==> config.mk <==
export PLATFORM = sky130hd
export DESIGN_NAME = shpc_port
export DESIGN_NICKNAME = d
export VERILOG_FILES = /design/src/shpc_pkg.sv /design/src/shpc_port.sv /design/src/shpc_sync.sv
export VERILOG_INCLUDE_DIRS = /design/src
export SDC_FILE = /design/constraint.sdc
export NUM_CORES = 1
export LEC_CHECK = 0
export BUFFER_PORTS_ARGS = -buffer_cell sky130_fd_sc_hd__buf_4
export CAP_MARGIN = 20
export CORE_ASPECT_RATIO = 0.75
export CORE_MARGIN = 2
export CORE_UTILIZATION = 35
export CTS_BUF_LIST = sky130_fd_sc_hd__clkbuf_8
export DETAILED_ROUTE_END_ITERATION = 6
export GPL_TIMING_DRIVEN = 0
export PLACE_DENSITY_LB_ADDON = 0.2
export SKIP_CTS_REPAIR_TIMING = 1
export SYNTH_ARGS = -nofsm -noshare
export SYNTH_HDL_FRONTEND = slang
export SYNTH_SLANG_ARGS = --single-unit
==> constraint.sdc <==
create_clock -name clk -period 3.4 [get_ports clk]
set_input_delay 0 -clock clk [delete_from_list [all_inputs] [get_ports clk]]
set_output_delay 0 -clock clk [all_outputs]
set_load 0.05 [all_outputs]
==> src/shpc_regs.svh <==
`ifndef SHPC_REGS_SVH
`define SHPC_REGS_SVH

// ------------------------------------------------------------
// Register map (16-bit full address = {page, offset})
// ------------------------------------------------------------
`define SHPC_PAGE_OFS       8'h01
`define SHPC_TGT_ADDR_ADR   16'h000b
`define SHPC_TMO_IND_ADR    16'h000c
`define SHPC_TMO_FLG_ADR    16'h0011
`define SHPC_LINE_MODE_ADR  16'h002b
`define SHPC_IO_SEL_ADR     16'h0943

// ------------------------------------------------------------
// Field positions and reset values
// ------------------------------------------------------------
`define SHPC_TMO_BIT        5
`define SHPC_LINE_MODE_BIT  3
`define SHPC_IO_SEL_BIT     0
// Arbitrary default, upper five bits form the fixed part
`define SHPC_TGT_ADDR_RST   7'h54
`define SHPC_LINE_MODE_RST  1'b0
`define SHPC_IO_SEL_RST     1'b0
`define SHPC_PAGE_RST       8'h00

// ------------------------------------------------------------
// Timing
// ------------------------------------------------------------
`define SHPC_CLK_MHZ        200
`define SHPC_TMO_MS         25
`define SHPC_TMO_CYC        (`SHPC_TMO_MS * `SHPC_CLK_MHZ * 1000)
`define SHPC_TMO_W          23

`endif

==> src/shpc_pkg.sv <==
package shpc_pkg;

  typedef enum logic [2:0] {
    SHPC_IDLE,
    SHPC_RX,
    SHPC_ACK,
    SHPC_TX,
    SHPC_MACK
  } shpc_state_e;

  typedef struct packed {
    shpc_state_e  st;
    logic         scl_q;
    logic         sda_q;
    logic         csn_q;
    logic [3:0]   cnt;
    logic [7:0]   sr;
    logic [1:0]   phase;
    logic         rw;
    logic         mack;
    logic [7:0]   ptr;
    logic [7:0]   page;
    logic [6:0]   tgt;
    logic         line_mode;
    logic         io_sel;
    logic         tmo_ind;
    logic         tmo_flg;
    logic [22:0]  tcnt;
    logic         sda_out;
    logic         sda_oe;
    logic         so_out;
    logic         so_oe;
    logic [2:0]   cmd;
    logic [1:0]   sidx;
    logic         rd_act;
  } shpc_state_s;

endpackage : shpc_pkg

==> src/shpc_port.sv <==
// Behaviour
// - Interface type pin level picks I2C or SPI, never a register.
// - Serial data enters on the shared data pin in every mode.
// - Voltage and wire-count changes act at once, no wait needed.
// - Voltage select is one bit, 0 is 1.8 V default, 1 is 3.3 V.
// - Wire-count bit 0 gives 4-wire SPI default, 1 gives 3-wire SPI.
// - Target address setting sits in a 7-bit register field.
// - In I2C mode the device is slave only with 7-bit addressing.
// - I2C slave works at 100 kbps and 400 kbps.
// - Burst transfers advance the register address after each data byte.
// - Address is fixed five bits plus two address pick pins.
// - SCL low timeout detected and reported by indicator and flag.
// - Timeout indicator reads 1 while a timeout has occurred, else 0.
// - Sticky flag holds until written 0 with indicator no longer set.
// - Serial data moves MSB first in 8-bit words.
`timescale 1ns/1ps
`include "shpc_regs.svh"
module shpc_port #(
  parameter int TIMEOUT_CYC = `SHPC_TMO_CYC
) (
  input  wire logic clk,
  input  wire logic reset_n,
  input  wire logic i2c_mode_sel,
  input  wire logic scl_sclk,
  input  wire logic sda_in,
  output logic      sda_out,
  output logic      sda_oe,
  input  wire logic addr_pick_upper_pin,
  input  wire logic addr_pick_lower_pin,
  output logic      serial_out_pin,
  output logic      serial_out_oe,
  output logic      io_voltage_level_select,
  output logic      spi_line_mode,
  output logic      bus_timeout_indicator,
  output logic      bus_timeout_sticky_flag
);

  // ------------------------------------------------------------
  // Pin synchronisers
  // ------------------------------------------------------------
  logic [4:0] pins_s;
  logic       mode_i2c;
  logic       scl;
  logic       sda;
  logic       a1;
  logic       chip_select_n;

  shpc_sync #(.W(5)) u_sync (
    .clk     (clk),
    .reset_n (reset_n),
    .d       ({i2c_mode_sel, scl_sclk, sda_in, addr_pick_upper_pin, addr_pick_lower_pin}),
    .q       (pins_s)
  );

  assign mode_i2c      = pins_s[4];
  assign scl           = pins_s[3];
  assign sda           = pins_s[2];
  assign a1            = pins_s[1];
  assign chip_select_n = pins_s[0];  // Doubles as the lower address pick pin

  shpc_pkg::shpc_state_s s_reg;
  shpc_pkg::shpc_state_s s_next;

  // ------------------------------------------------------------
  // Next state and register read decode
  // ------------------------------------------------------------
  function automatic logic [7:0] rd_byte(input shpc_pkg::shpc_state_s s, input logic [7:0] ofs);
    logic [15:0] a;
    logic [7:0]  v;
    a = {s.page, ofs};
    v = 8'h00;
    if (ofs == `SHPC_PAGE_OFS) v = s.page;
    else if (a == `SHPC_TGT_ADDR_ADR) v = {1'b0, s.tgt};
    else if (a == `SHPC_TMO_IND_ADR) v[`SHPC_TMO_BIT] = s.tmo_ind;
    else if (a == `SHPC_TMO_FLG_ADR) v[`SHPC_TMO_BIT] = s.tmo_flg;
    else if (a == `SHPC_LINE_MODE_ADR) v[`SHPC_LINE_MODE_BIT] = s.line_mode;
    else if (a == `SHPC_IO_SEL_ADR) v[`SHPC_IO_SEL_BIT] = s.io_sel;
    return v;
  endfunction : rd_byte

  always_comb begin
    logic        rise, fall, start, stop, we;
    logic [7:0]  wofs, wd, byte_in, d;
    logic [15:0] wa;
    s_next  = s_reg;
    we      = 1'b0;
    wofs    = 8'h00;
    wd      = 8'h00;
    d       = 8'h00;
    wa      = 16'h0000;
    rise    = scl & ~s_reg.scl_q;  // Many clocks per bit at either rate
    fall    = ~scl & s_reg.scl_q;
    start   = scl & s_reg.scl_q & s_reg.sda_q & ~sda;
    stop    = scl & s_reg.scl_q & ~s_reg.sda_q & sda;
    byte_in = {s_reg.sr[6:0], sda};
    s_next.scl_q = scl;
    s_next.sda_q = sda;
    s_next.csn_q = chip_select_n;

    if (mode_i2c) begin
      s_next.so_oe = 1'b0;
      s_next.sda_out = 1'b0;  // Open drain: only ever pull low
      // Timeout: clock held low inside a transaction
      s_next.tcnt = (s_reg.st != shpc_pkg::SHPC_IDLE && !scl) ? s_reg.tcnt + 23'd1 : '0;
      if (start) begin
        s_next.st      = shpc_pkg::SHPC_RX;
        s_next.phase   = 2'd0;
        s_next.cnt     = 4'd0;
        s_next.sda_oe  = 1'b0;
        s_next.tmo_ind = 1'b0;
        s_next.tcnt    = '0;
      end else if (stop) begin
        s_next.st     = shpc_pkg::SHPC_IDLE;
        s_next.sda_oe = 1'b0;
      end else if (s_reg.tcnt >= TIMEOUT_CYC[22:0] - 23'd1 && s_reg.st != shpc_pkg::SHPC_IDLE && !scl) begin
        s_next.tmo_ind = 1'b1;
        s_next.st      = shpc_pkg::SHPC_IDLE;
        s_next.sda_oe  = 1'b0;
        s_next.tcnt    = '0;
      end else begin
        case (s_reg.st)
          shpc_pkg::SHPC_RX: begin
            if (rise && s_reg.cnt != 4'd8) begin
              s_next.sr  = byte_in;
              s_next.cnt = s_reg.cnt + 4'd1;
            end else if (fall && s_reg.cnt == 4'd8) begin
              s_next.cnt    = 4'd0;
              s_next.st     = shpc_pkg::SHPC_ACK;
              s_next.sda_oe = 1'b1;
              case (s_reg.phase)
                2'd0: begin
                  // Slave only, 7-bit address match
                  if (s_reg.sr[7:1] == {s_reg.tgt[6:2], a1, chip_select_n}) begin
                    s_next.rw    = s_reg.sr[0];
                    s_next.phase = 2'd1;
                  end else begin
                    s_next.st     = shpc_pkg::SHPC_IDLE;
                    s_next.sda_oe = 1'b0;
                  end
                end
                2'd1: begin
                  s_next.ptr   = s_reg.sr;
                  s_next.phase = 2'd2;
                end
                default: begin
                  we          = 1'b1;
                  wofs        = s_reg.ptr;
                  wd          = s_reg.sr;
                  s_next.ptr  = s_reg.ptr + 8'd1;
                end
              endcase
            end
          end
          shpc_pkg::SHPC_ACK: begin
            if (fall) begin
              if (s_reg.rw) begin
                d             = rd_byte(s_reg, s_reg.ptr);
                s_next.sda_oe = ~d[7];
                s_next.sr     = {d[6:0], 1'b0};
                s_next.ptr    = s_reg.ptr + 8'd1;
                s_next.st     = shpc_pkg::SHPC_TX;
              end else begin
                s_next.sda_oe = 1'b0;
                s_next.st     = shpc_pkg::SHPC_RX;
              end
            end
          end
          shpc_pkg::SHPC_TX: begin
            if (rise) begin
              s_next.cnt = s_reg.cnt + 4'd1;
            end else if (fall) begin
              if (s_reg.cnt == 4'd8) begin
                s_next.sda_oe = 1'b0;
                s_next.cnt    = 4'd0;
                s_next.st     = shpc_pkg::SHPC_MACK;
              end else begin
                s_next.sda_oe = ~s_reg.sr[7];
                s_next.sr     = {s_reg.sr[6:0], 1'b0};
              end
            end
          end
          shpc_pkg::SHPC_MACK: begin
            if (rise) begin
              // Ack: next byte goes out at this clock's fall, nack ends the burst
              s_next.mack = ~sda;
              s_next.st   = sda ? shpc_pkg::SHPC_IDLE : shpc_pkg::SHPC_ACK;
            end
          end
          shpc_pkg::SHPC_IDLE: begin
            s_next.sda_oe = 1'b0;
          end
          default: begin
            s_next.st     = shpc_pkg::SHPC_IDLE;
            s_next.sda_oe = 1'b0;
          end
        endcase
      end
    end else begin
      // SPI, mode 0: sample on rise, shift out on fall
      s_next.st   = shpc_pkg::SHPC_IDLE;
      s_next.tcnt = '0;
      if (chip_select_n) begin
        s_next.cnt    = 4'd0;
        s_next.sidx   = 2'd0;
        s_next.rd_act = 1'b0;
        s_next.so_oe  = 1'b0;
        s_next.sda_oe = 1'b0;
      end else if (rise) begin
        if (!s_reg.rd_act) s_next.sr = byte_in;  // Read data shifts on fall only
        s_next.cnt = (s_reg.cnt == 4'd7) ? 4'd0 : s_reg.cnt + 4'd1;
        if (s_reg.cnt == 4'd7) begin
          s_next.rd_act = 1'b0;
          case (s_reg.sidx)
            2'd0: begin
              s_next.cmd  = byte_in[7:5];
              s_next.sidx = 2'd1;
              if (byte_in[7:5] == 3'b100 || byte_in[7:5] == 3'b101) begin
                s_next.rd_act = 1'b1;
                s_next.sr     = rd_byte(s_reg, s_reg.ptr);
                if (byte_in[5]) s_next.ptr = s_reg.ptr + 8'd1;
              end
            end
            2'd1: begin
              case (s_reg.cmd)
                3'b000, 3'b111: s_next.ptr = byte_in;
                3'b010, 3'b011: begin
                  we   = 1'b1;
                  wofs = s_reg.ptr;
                  wd   = byte_in;
                  if (s_reg.cmd[0]) s_next.ptr = s_reg.ptr + 8'd1;
                end
                default: s_next.ptr = s_reg.ptr;
              endcase
              if (s_reg.cmd == 3'b111) s_next.sidx = 2'd2;
              else s_next.sidx = 2'd3;
            end
            2'd2: begin
              we         = 1'b1;
              wofs       = s_reg.ptr;
              wd         = byte_in;
              s_next.ptr = s_reg.ptr + 8'd1;
            end
            default: s_next.sidx = 2'd3;
          endcase
        end
      end else if (fall) begin
        // Wire count read live so a change acts on the next bit
        s_next.so_out  = s_reg.sr[7];
        s_next.sda_out = s_reg.sr[7];
        s_next.so_oe   = s_reg.rd_act & ~s_reg.line_mode;
        s_next.sda_oe  = s_reg.rd_act & s_reg.line_mode;
        if (s_reg.rd_act) s_next.sr = {s_reg.sr[6:0], 1'b0};
      end
    end

    // Register write, shared by both protocols
    wa = {s_reg.page, wofs};
    if (we) begin
      if (wofs == `SHPC_PAGE_OFS) s_next.page = wd;
      else if (wa == `SHPC_TGT_ADDR_ADR) s_next.tgt = wd[6:0];
      else if (wa == `SHPC_LINE_MODE_ADR) s_next.line_mode = wd[`SHPC_LINE_MODE_BIT];
      else if (wa == `SHPC_IO_SEL_ADR) s_next.io_sel = wd[`SHPC_IO_SEL_BIT];
      else if (wa == `SHPC_TMO_FLG_ADR && !wd[`SHPC_TMO_BIT] && !s_reg.tmo_ind) s_next.tmo_flg = 1'b0;
    end
    // Set wins over a clear in the same cycle
    if (s_next.tmo_ind) s_next.tmo_flg = 1'b1;
  end

  // ------------------------------------------------------------
  // State register
  // ------------------------------------------------------------
  always_ff @(posedge clk or negedge reset_n) begin
    if (!reset_n) begin
      s_reg           <= '0;
      s_reg.st        <= shpc_pkg::SHPC_IDLE;
      // Edge history stays low like the synchronisers: a pin idling high shows one rise as they fill
      s_reg.page      <= `SHPC_PAGE_RST;
      s_reg.tgt       <= `SHPC_TGT_ADDR_RST;
      s_reg.line_mode <= `SHPC_LINE_MODE_RST;
      s_reg.io_sel    <= `SHPC_IO_SEL_RST;
    end else begin
      s_reg <= s_next;
    end
  end

  assign sda_out                 = s_reg.sda_out;
  assign sda_oe                  = s_reg.sda_oe;
  assign serial_out_pin          = s_reg.so_out;
  assign serial_out_oe           = s_reg.so_oe;
  assign io_voltage_level_select = s_reg.io_sel;
  assign spi_line_mode           = s_reg.line_mode;
  assign bus_timeout_indicator   = s_reg.tmo_ind;
  assign bus_timeout_sticky_flag = s_reg.tmo_flg;

endmodule : shpc_port

==> src/shpc_sync.sv <==
`timescale 1ns/1ps
module shpc_sync #(
  parameter int W = 1
) (
  input  wire logic         clk,
  input  wire logic         reset_n,
  input  wire logic [W-1:0] d,
  output logic      [W-1:0] q
);

  logic [W-1:0] meta_reg;

  always_ff @(posedge clk or negedge reset_n) begin
    if (!reset_n) begin
      meta_reg <= '0;
      q        <= '0;
    end else begin
      meta_reg <= d;
      q        <= meta_reg;
    end
  end

endmodule : shpc_sync

==> summary.txt, run 1 <==
=================================================================================================
Clk pin slew, worst setup/hold paths                                                       100 ps
Row cnt                                                                                        40
Number of hold-slack violations in the final timing report                                      0
Starting Density                                                                            0.357
Length in cells of the worst reg-to-reg path                                                    8
Simple-gate share of the synthesized area                                                   0.237
Number of filler cells placed in the layout                                                 1,630
Flop2flop setup slack                                                                      270 ps
Category of the worst setup path capture point                                               flop
Required time reported for the critical path endpoint                                     3680 ps
Io pins                                                                                        15
Wire length per cell after detailed routing                                               17.8 um
FF/Latch Area                                                                            2260 um2
Library cell occupying the most area in the post-synthesis netlist                   sky130_fd_sc_hd__dfrtp_1
Multi-input combinational cell area                                                      3200 um2
# placed instances                                                                            875
Overall Global Routing Usage                                                                0.193
Share of final-layout standard cells stronger than drive strength 1                         0.121
Clock latency at the later pin of the worst-skew pair                                      390 ps
Compound-Gate Fraction of Synth Area                                                        0.186
Synthesized area divided by synthesized cell count                                       8.80 um2
Critical R2R Capture                                                                    s_reg[68]
Result of the run                                                                    complete, no violations
Worst-path fanout max                                                                          10
First-pass GRT wire length                                                                25.8 mm
Cell area after synthesis                                                                5720 um2
Sink Count                                                                                     90
Residual DRC count                                                                              0
Post-route insts no fill                                                                      898
Largest vdd supply drop                                                                    179 uV
Number of diodes added for antenna fixing                                                       0
Min Clock Period, post-route                                                              3130 ps
Die Height                                                                                 115 um
Beginning of the worst register-to-register path                                        s_reg[80]
Layout overhead on the synthesized area                                                     12.2%
Total nets after synthesis                                                                    670
Number of cells produced by synthesis                                                         650
Die X                                                                                      152 um
Number of global-route vias before repair                                                   4,660
Post-Route WL                                                                             16.0 mm
Deepest clock path buffer count                                                                 2
Starting DRT DRC Count                                                                        657
Tightest Hold Check Type                                                             input pin to async pin
DP Area                                                                                  6110 um2
Standard cell core area                                                                16,000 um2
Upper clock frequency limit                                                               320 MHz
Number of distinct library cell variants in the gate-level netlist after synthesis             74
Detailed placer's ending HPWL                                                             11.9 mm
Clk_skew                                                                                  15.3 ps
Flip-flop count of the largest register, all copies and words added                            72
Num CTS Buffers                                                                                 9
Worst Max-Slew Pin Slew                                                                    951 ps
Final critical-path share of the clock period                                               0.920
Overall via count from detail_route                                                         5,102
Number of max-slew violations in the final report                                               0
Final setup violating endpoints                                                                 0
Total overflow reported by the global router                                                    0
Biggest area contributors in the synthesized netlist                                 sky130_fd_sc_hd__dfrtp_1, sky130_fd_sc_hd__mux2_2, sky130_fd_sc_hd__nand2_1, sky130_fd_sc_hd__nor2_1, sky130_fd_sc_hd__o21ai_0
Crit path launch type                                                                        flop
Clock tree from TritonCTS                                                                    done
Net count reported at finish                                                                  703
Sequential element share of the synthesized area                                            0.395
Max-cap viol count                                                                              0
Most used flip-flop cell after synthesis                                             sky130_fd_sc_hd__dfrtp_1
Syn. warnings                                                                                   0
Avg Vias per Cell                                                                            5.68
XOR/XNOR Fraction of Synth Area                                                            0.0521
Final setup TNS                                                                              0 ps
Die outline area                                                                       17,400 um2
Register bit count reported by yosys                                                           90
Timing startpoint of the critical path                                                  s_reg[80]
Share of the synthesized area in the top cell type                                          0.381
Area share of fa/ha/maj cells after synthesis                                              0.0284
Critical Setup Path Class                                                            flop to flop
Share of cell area taken by muxes after synthesis                                          0.0543
H-tree depth reported by CTS                                                                    3
Arrival time worst endpoint                                                               3400 ps
Clk root buf                                                                         sky130_fd_sc_hd__clkbuf_8
Power per standard cell area                                                           393 nW/um2
Tot Pwr                                                                                   2.52 mW
Length of the first detailed-routing pass in iterations                                         6
Number of flops mapped to enable cells by yosys                                                 0
Setup repair after global routing missed its margin                                            no
Number of buffer cells added on primary ports                                                  14
Main combinational cell family by area after synthesis                               simple AND/OR/NAND/NOR gates
Tightest slew margin relative to the limit                                                  0.361
Proportion of synthesized flip-flops having asynchronous set or reset                        1.00
Leakage power summed over all cells                                                       2.57 nW
Residual antenna-violating net count after detailed routing                                     0
Number of antenna violations at the first check in global routing                               0
Maximum number of pins on one net before global-route repair                                   51
Global placer's final weighted congestion                                                   0.937
Fin area                                                                                 6420 um2
=================================================================================================
-- layout by cell type, fill, tap and decap left out, types with 5 or more instances in the layout --
| cell | netlist | routed |
|---|---|---|
| sky130_fd_sc_hd__a211oi_1 | 12 | 12 |
| sky130_fd_sc_hd__a21oi_1 | 32 | 32 |
| sky130_fd_sc_hd__a22oi_1 | 5 | 5 |
| sky130_fd_sc_hd__a31oi_1 | 5 | 5 |
| sky130_fd_sc_hd__and3_1 | 8 | 8 |
| sky130_fd_sc_hd__buf_4 | 1 | 16 |
| sky130_fd_sc_hd__clkbuf_1 | 30 | 30 |
| sky130_fd_sc_hd__clkbuf_8 | 0 | 11 |
| sky130_fd_sc_hd__dfrtp_1 | 87 | 87 |
| sky130_fd_sc_hd__dlygate4sd3_1 | 0 | 6 |
| sky130_fd_sc_hd__ha_1 | 13 | 13 |
| sky130_fd_sc_hd__inv_1 | 32 | 32 |
| sky130_fd_sc_hd__mux2_2 | 24 | 24 |
| sky130_fd_sc_hd__nand2_1 | 65 | 65 |
| sky130_fd_sc_hd__nand3_1 | 26 | 26 |
| sky130_fd_sc_hd__nand4_1 | 9 | 9 |
| sky130_fd_sc_hd__nor2_1 | 60 | 60 |
| sky130_fd_sc_hd__nor2b_1 | 8 | 8 |
| sky130_fd_sc_hd__nor3_1 | 20 | 20 |
| sky130_fd_sc_hd__nor4_1 | 10 | 10 |
| sky130_fd_sc_hd__o21ai_0 | 36 | 36 |
| sky130_fd_sc_hd__o22ai_1 | 12 | 12 |
| sky130_fd_sc_hd__or2_2 | 7 | 7 |
| sky130_fd_sc_hd__or3_1 | 11 | 11 |
| sky130_fd_sc_hd__or4_1 | 5 | 5 |
| sky130_fd_sc_hd__xnor2_1 | 18 | 18 |
| sky130_fd_sc_hd__xor2_1 | 16 | 16 |
-- critical path, cell delays in order (launching register included) --
cell	delay, ps
sky130_fd_sc_hd__dfrtp_1	360
sky130_fd_sc_hd__clkbuf_1	340
sky130_fd_sc_hd__nor3b_1	710
sky130_fd_sc_hd__nand3_1	190
sky130_fd_sc_hd__a31o_2	300
sky130_fd_sc_hd__nor3_2	390
sky130_fd_sc_hd__or2_1	170
sky130_fd_sc_hd__buf_2	210
sky130_fd_sc_hd__mux2_2	350
-- kinds of logic after synthesis --
kind of cell               after synthesis
AOI/OAI and AO/OA                      154
xor gates and xnor gates                34
adders and majority gates               13
DFF                                     90
and+or+nand+nor                        261
muxes                                   28
buffers and inverters                   70
-- cell usage after synthesis (5+ instances only) --
cell and instances:
sky130_fd_sc_hd__xnor2_1 18, sky130_fd_sc_hd__a31oi_1 5, sky130_fd_sc_hd__nor2_1 60, sky130_fd_sc_hd__nor3b_1 5, sky130_fd_sc_hd__nand4_1 9, sky130_fd_sc_hd__xor2_1 16, sky130_fd_sc_hd__or4_1 5, sky130_fd_sc_hd__inv_1 32
sky130_fd_sc_hd__a22oi_1 5, sky130_fd_sc_hd__ha_1 13, sky130_fd_sc_hd__and3_1 8, sky130_fd_sc_hd__or3_1 11, sky130_fd_sc_hd__a211oi_1 12, sky130_fd_sc_hd__clkbuf_1 30, sky130_fd_sc_hd__nor4_1 10, sky130_fd_sc_hd__mux2_2 24
sky130_fd_sc_hd__nand2_1 65, sky130_fd_sc_hd__dfrtp_1 87, sky130_fd_sc_hd__or2_2 7, sky130_fd_sc_hd__nand3_1 26, sky130_fd_sc_hd__nor2b_1 8, sky130_fd_sc_hd__o22ai_1 12, sky130_fd_sc_hd__o21ai_0 36, sky130_fd_sc_hd__nor3_1 20
sky130_fd_sc_hd__a21oi_1 32
-- how the worst max path moves through the flow --
stage / end / slack [ps] / cells after the start
floorplan: s_reg[44] / 790 / 8
global placement: s_reg[48] / 150 / 7
detailed placement: s_reg[46] / 100 / 7
CTS: s_reg[46] / 90 / 7
global route: bus_timeout_sticky_flag / 160 / 8
finish: s_reg[68] / 270 / 8
-- routing by layer --
layer	GRT usage	part of all wire
met1	0.300	0.50
met2	0.262	0.40
met3	0.0458	0.074
met4	0.0580	0.018
met5	0	0
-- per-stage QoR --
stage	hold WS [ps]	setup WS [ps]	utilization
after floorplan	-296	787	-
after global routing	243	157	0.401
after global placement	111	146	0.380
final	162	271	0.401
after detailed placement	73.8	102	0.382
after CTS	-356	92.0	0.396
-- where the power goes --
group,switching [mW],total [mW],internal (mW)
clock,0.436,0.828,0.392
combinational,0.357,0.533,0.176
sequential,0.0372,1.16,1.13
total,0.830,2.52,1.69
-- final cells by class --
class,instances,share of cell area
multi-input cells,490,0.499
repair buffers,22,0.0312
inverters,32,0.0187
flip-flops and latches,90,0.352
well taps,210,0.0409
clock inverters,5,0.0113
clock buffers,11,0.0236
plain buffers,38,0.0236
No activity file was read; power rests on OpenSTA's default activity.
==> run 2, diff against run 1 <==
==> constraint.sdc (replaced) <==
create_clock -name clk -period 3.2 [get_ports clk]
set_input_delay 0 -clock clk [delete_from_list [all_inputs] [get_ports clk]]
set_output_delay 0 -clock clk [all_outputs]
set_load 0.05 [all_outputs]
==> summary.txt, run 2 (same netlist as run 1, synthesis figures left out) <==
==================================================================================
Arrival time worst endpoint                                                3440 ps
Post-Route WL                                                              16.1 mm
Residual DRC count                                                               0
Worst-path fanout max                                                           10
First-pass GRT wire length                                                 25.8 mm
Global placer's final weighted congestion                                    0.937
Setup repair after global routing missed its margin                            yes
Avg Vias per Cell                                                             5.75
Starting DRT DRC Count                                                         656
Min Clock Period, post-route                                               3110 ps
Share of final-layout standard cells stronger than drive strength 1          0.125
Number of antenna violations at the first check in global routing                0
Number of diodes added for antenna fixing                                        0
Maximum number of pins on one net before global-route repair                    51
Net count reported at finish                                                   704
Required time reported for the critical path endpoint                      3520 ps
WHS                                                                         151 ps
Dpl ws                                                                    -97.9 ps
Post-route insts no fill                                                       899
Upper clock frequency limit                                                321 MHz
Result of the run                                                     complete, no violations
Clk pin slew, worst setup/hold paths                                        100 ps
Category of the worst setup path capture point                                flop
# placed instances                                                             875
Row cnt                                                                         40
Total overflow reported by the global router                                     0
Bufs and invs on worst path                                                      2
Most common library cell in the layout ignoring fill and taps         sky130_fd_sc_hd__dfrtp_1
Max-cap viol count                                                               0
Final setup violating endpoints                                                  0
Overall Global Routing Usage                                                 0.193
Die outline area                                                        17,400 um2
Crit path launch type                                                         flop
Tightest Hold Check Type                                              input pin to async pin
Number of hold-slack violations in the final timing report                       0
Largest vdd supply drop                                                     194 uV
Clk_skew                                                                   14.9 ps
Deepest clock path buffer count                                                  2
CP Cell Sequence                                                      clkbuf_1 -> nor3_1 -> nor4b_2 -> a22o_1 -> buf_2 -> o32ai_1 -> a221oi_1 -> a21oi_1
Number of global-route vias before repair                                    4,660
Worst Max-Slew Pin Slew                                                     920 ps
Clock latency at the later pin of the worst-skew pair                       400 ps
Standard cell core area                                                 16,000 um2
Leakage power summed over all cells                                        2.57 nW
Worst Slack Setup Final                                                    85.4 ps
Die Height                                                                  115 um
Residual antenna-violating net count after detailed routing                      0
Clock tree from TritonCTS                                                     done
H-tree depth reported by CTS                                                     3
Overall via count from detail_route                                          5,170
Peak per-stage delay on the critical path                                   740 ps
Tot Pwr                                                                    2.69 mW
Post-Route Utilization                                                       0.402
Sink Count                                                                      90
Power per standard cell area                                            417 nW/um2
Largest delay contributor family on the critical path                 compound AO/OA/AOI/OAI gates
Layout overhead on the synthesized area                                      12.6%
Clk root buf                                                          sky130_fd_sc_hd__clkbuf_8
Die X                                                                       152 um
Final critical-path share of the clock period                                0.973
Critical Setup Path Class                                             flop to flop
Tightest slew margin relative to the limit                                   0.381
Flip-flop count of the largest register, all copies and words added             72
Critical Path Slowest Stage Cell                                      sky130_fd_sc_hd__o32ai_1
Commonest cells after routing, fill and taps aside                    sky130_fd_sc_hd__dfrtp_1, sky130_fd_sc_hd__nand2_1, sky130_fd_sc_hd__nor2_1, sky130_fd_sc_hd__o21ai_0
Wire length per cell after detailed routing                                17.9 um
Length of the first detailed-routing pass in iterations                          5
Starting Density                                                             0.357
Num CTS Buffers                                                                  9
Io pins                                                                         15
Number of buffer cells added on primary ports                                   14
Detailed placer's ending HPWL                                              11.9 mm
Number of max-slew violations in the final report                                0
==================================================================================
==> run 2: cell types whose count changed in the layout (fill, tap and decap cells not counted), sizes merged <==
cell / before / now
buf: 24 / 25
==> run 2: worst paths after layout <==
| kind | end | slack (ps) | from | cells past startpoint |
|---|---|---|---|---|
| worst max-delay path | s_reg[65] | 90 | s_reg[81] | 8 |
| worst min-delay path | io_voltage_level_select | 150 | reset_n | 2 |
| worst max register to register | s_reg[65] | 90 | s_reg[81] | 8 |
| worst min register to register | u_sync.q[0] | 350 | u_sync.meta_reg[0] | 0 |
| max in group asynchronous | s_reg[43] | 2360 | reset_n | 3 |
| min in group clk | u_sync.meta_reg[2] | 250 | sda_in | 2 |
==> run 2: where the power goes <==
| group | internal, mW | switching [mW] | total, mW | leakage (nW) |
|---|---|---|---|---|
| combinational | 0.187 | 0.383 | 0.571 | 1.27 |
| clock | 0.416 | 0.465 | 0.880 | 0.113 |
| sequential | 1.20 | 0.0392 | 1.24 | 1.19 |
| total | 1.80 | 0.887 | 2.69 | 2.57 |
==> run 2: per-layer routing <==
layer  part of all wire  GRT usage  vias to the layer above
met3              0.092     0.0458                       27
met4              0.017     0.0580                        0
met2               0.40      0.262                      239
met1               0.49      0.300                     2482
met5                  0          0                        -
li1                   -          -                     2422
==> run 2: cell type report <==
type                       count  area, um2
fill                        1629       9580
multi-input combinational    490       3210
sequential                    90       2260
tap                          210        263
timing repair buffer          23        208
clock buffer                  11        151
buffer                        38        151
inverter                      32        120
clock inverter                 5       72.6
==> run 2: stage by stage <==
step | instance area [um2] | setup TNS [ps]
3_3_place_gp | 6090 | -400
5_1_grt | 6440 | -173
6_report | 6440 | 0
4_1_cts | 6340 | -1000
3_5_place_dp | 6110 | -845
2_1_floorplan | 5720 | 0
==> run 3, diff against run 2 <==
--- a/config.mk
+++ b/config.mk
@@ -10,7 +10,7 @@
 export CAP_MARGIN = 20
 export CORE_ASPECT_RATIO = 0.75
 export CORE_MARGIN = 2
-export CORE_UTILIZATION = 35
+export CORE_UTILIZATION = 55
 export CTS_BUF_LIST = sky130_fd_sc_hd__clkbuf_8
 export DETAILED_ROUTE_END_ITERATION = 6
 export GPL_TIMING_DRIVEN = 0
==> summary.txt, run 3 (same netlist as run 1, synthesis figures left out) <==
==================================================================================
Result of the run                                                     complete, no violations
Clk root buf                                                          sky130_fd_sc_hd__clkbuf_8
Arrival time worst endpoint                                                3330 ps
Final critical-path share of the clock period                                0.958
Power per standard cell area                                            417 nW/um2
Internal power summed over all cells                                       1.76 mW
Comb pwr share                                                               0.214
Io pins                                                                         15
Switching part of the total power                                            0.334
Flip-flop count of the largest register, all copies and words added             72
Clock latency at the later pin of the worst-skew pair                       380 ps
Min Clock Period, post-route                                               3070 ps
Worst Slack Setup Final                                                     134 ps
Share of final-layout standard cells stronger than drive strength 1          0.126
Sink Count                                                                      90
Clk pwr share                                                                0.318
Die X                                                                       122 um
Detailed placer's ending HPWL                                              11.2 mm
Commonest cells after routing, fill and taps aside                    sky130_fd_sc_hd__dfrtp_1, sky130_fd_sc_hd__nand2_1, sky130_fd_sc_hd__nor2_1, sky130_fd_sc_hd__o21ai_0
Worst-path fanout max                                                           10
Length in cells of the worst reg-to-reg path                                     8
Starting Density                                                             0.560
Residual antenna-violating net count after detailed routing                      0
Number of buffer cells added on primary ports                                   14
Setup repair after global routing missed its margin                             no
Starting DRT DRC Count                                                         674
Deepest clock path buffer count                                                  2
Residual DRC count                                                               0
Number of diodes added for antenna fixing                                        0
Row cnt                                                                         32
Total overflow reported by the global router                                     0
First-pass GRT wire length                                                 24.9 mm
Global placer's final weighted congestion                                    0.976
Max-cap viol count                                                               0
Dpl ws                                                                    -21.4 ps
Avg Vias per Cell                                                             6.38
Post-Route WL                                                              15.4 mm
Net load switching power                                                  0.884 mW
Clock tree from TritonCTS                                                     done
Worst Max-Slew Pin Slew                                                     850 ps
Crit path launch type                                                         flop
Number of hold-slack violations in the final timing report                       0
WHS                                                                        71.7 ps
Tightest slew margin relative to the limit                                   0.429
# placed instances                                                             800
Net count reported at finish                                                   703
Most common library cell in the layout ignoring fill and taps         sky130_fd_sc_hd__dfrtp_1
Tightest Hold Check Type                                              input pin to async pin
Length of the first detailed-routing pass in iterations                          5
Upper clock frequency limit                                                326 MHz
Die Height                                                                 92.3 um
Required time reported for the critical path endpoint                      3460 ps
Tot Pwr                                                                    2.64 mW
Number of global-route vias before repair                                    4,736
Number of antenna violations at the first check in global routing                0
Number of max-slew violations in the final report                                0
Clk pin slew, worst setup/hold paths                                        100 ps
Leakage power summed over all cells                                        2.56 nW
Num CTS Buffers                                                                  9
Overall Global Routing Usage                                                 0.285
Wire length per cell after detailed routing                                18.6 um
Final setup violating endpoints                                                  0
Critical Setup Path Class                                             flop to flop
Standard cell core area                                                 10,200 um2
Final setup TNS                                                               0 ps
Category of the worst setup path capture point                                flop
Clk_skew                                                                   13.2 ps
Post-route insts no fill                                                       824
Layout overhead on the synthesized area                                      10.7%
Sequential share of power                                                    0.468
Maximum number of pins on one net before global-route repair                    91
Largest vdd supply drop                                                     311 uV
Overall via count from detail_route                                          5,253
Die outline area                                                        11,200 um2
H-tree depth reported by CTS                                                     3
==================================================================================
run 3: cell count changes in the layout (fill, tap and decap cells not counted), moves of 2 or more:
| cell | previous run | this run |
|---|---|---|
| sky130_fd_sc_hd__clkbuf_8 | 11 | 9 |
| sky130_fd_sc_hd__clkinv_4 | 2 | 0 |
| sky130_fd_sc_hd__clkinvlp_4 | 0 | 2 |
| sky130_fd_sc_hd__inv_6 | 1 | 3 |
run 3: worst paths after layout:
kind / to / slack, ps / startpoint
max in group asynchronous: s_reg[41] / 2430 / reset_n
worst max-delay path: s_reg[45] / 130 / u_sync.q[3]
worst min-delay path: s_reg[56] / 70 / reset_n
worst max register to register: s_reg[45] / 130 / u_sync.q[3]
min in group clk: u_sync.meta_reg[2] / 260 / sda_in
worst min register to register: u_sync.q[0] / 350 / u_sync.meta_reg[0]
run 3: layout make-up:
| class | instances | area [um2] |
|---|---|---|
| Multi-Input combinational cell | 490 | 3230 |
| Fill cell | 908 | 3880 |
| Clock buffer | 9 | 124 |
| Clock inverter | 7 | 82.6 |
| Timing Repair Buffer | 22 | 200 |
| Tap cell | 136 | 170 |
| Sequential cell | 90 | 2260 |
| Inverter | 32 | 120 |
| Buffer | 38 | 151 |
run 3: power groups by stage:
stage / combinational, mW / sequential (mW) / clock [mW]
2_1_floorplan: 0.350 / 1.27 / 0
3_3_place_gp: 0.522 / 1.26 / 0
3_5_place_dp: 0.535 / 1.26 / 0
4_1_cts: 0.537 / 1.24 / 0.850
5_1_grt: 0.613 / 1.24 / 0.891
6_report: 0.565 / 1.24 / 0.840
run 3: through the flow:
step	instance area [um2]	utilization
global placement	5990	0.587
detailed placement	5990	0.587
global route	6330	0.620
floorplan	5720	-
finish	6330	0.620
CTS	6200	0.607
run 3: critical path, stage by stage, from the launching register on:
cell	delay [ps]
sky130_fd_sc_hd__dfrtp_1	520
sky130_fd_sc_hd__ha_1	200
sky130_fd_sc_hd__buf_2	210
sky130_fd_sc_hd__nand2b_1	250
sky130_fd_sc_hd__nor3b_2	380
sky130_fd_sc_hd__o211ai_1	370
sky130_fd_sc_hd__a2111oi_4	430
sky130_fd_sc_hd__buf_4	230
sky130_fd_sc_hd__mux2_2	350
run 3: layer usage:
metal,global-route usage,routed length [um],vias to the layer above
li1,-,-,2419
met1,0.442,7170,2538
met2,0.395,6440,261
met3,0.0603,1430,35
met4,0.0862,306,0
met5,0,0,-
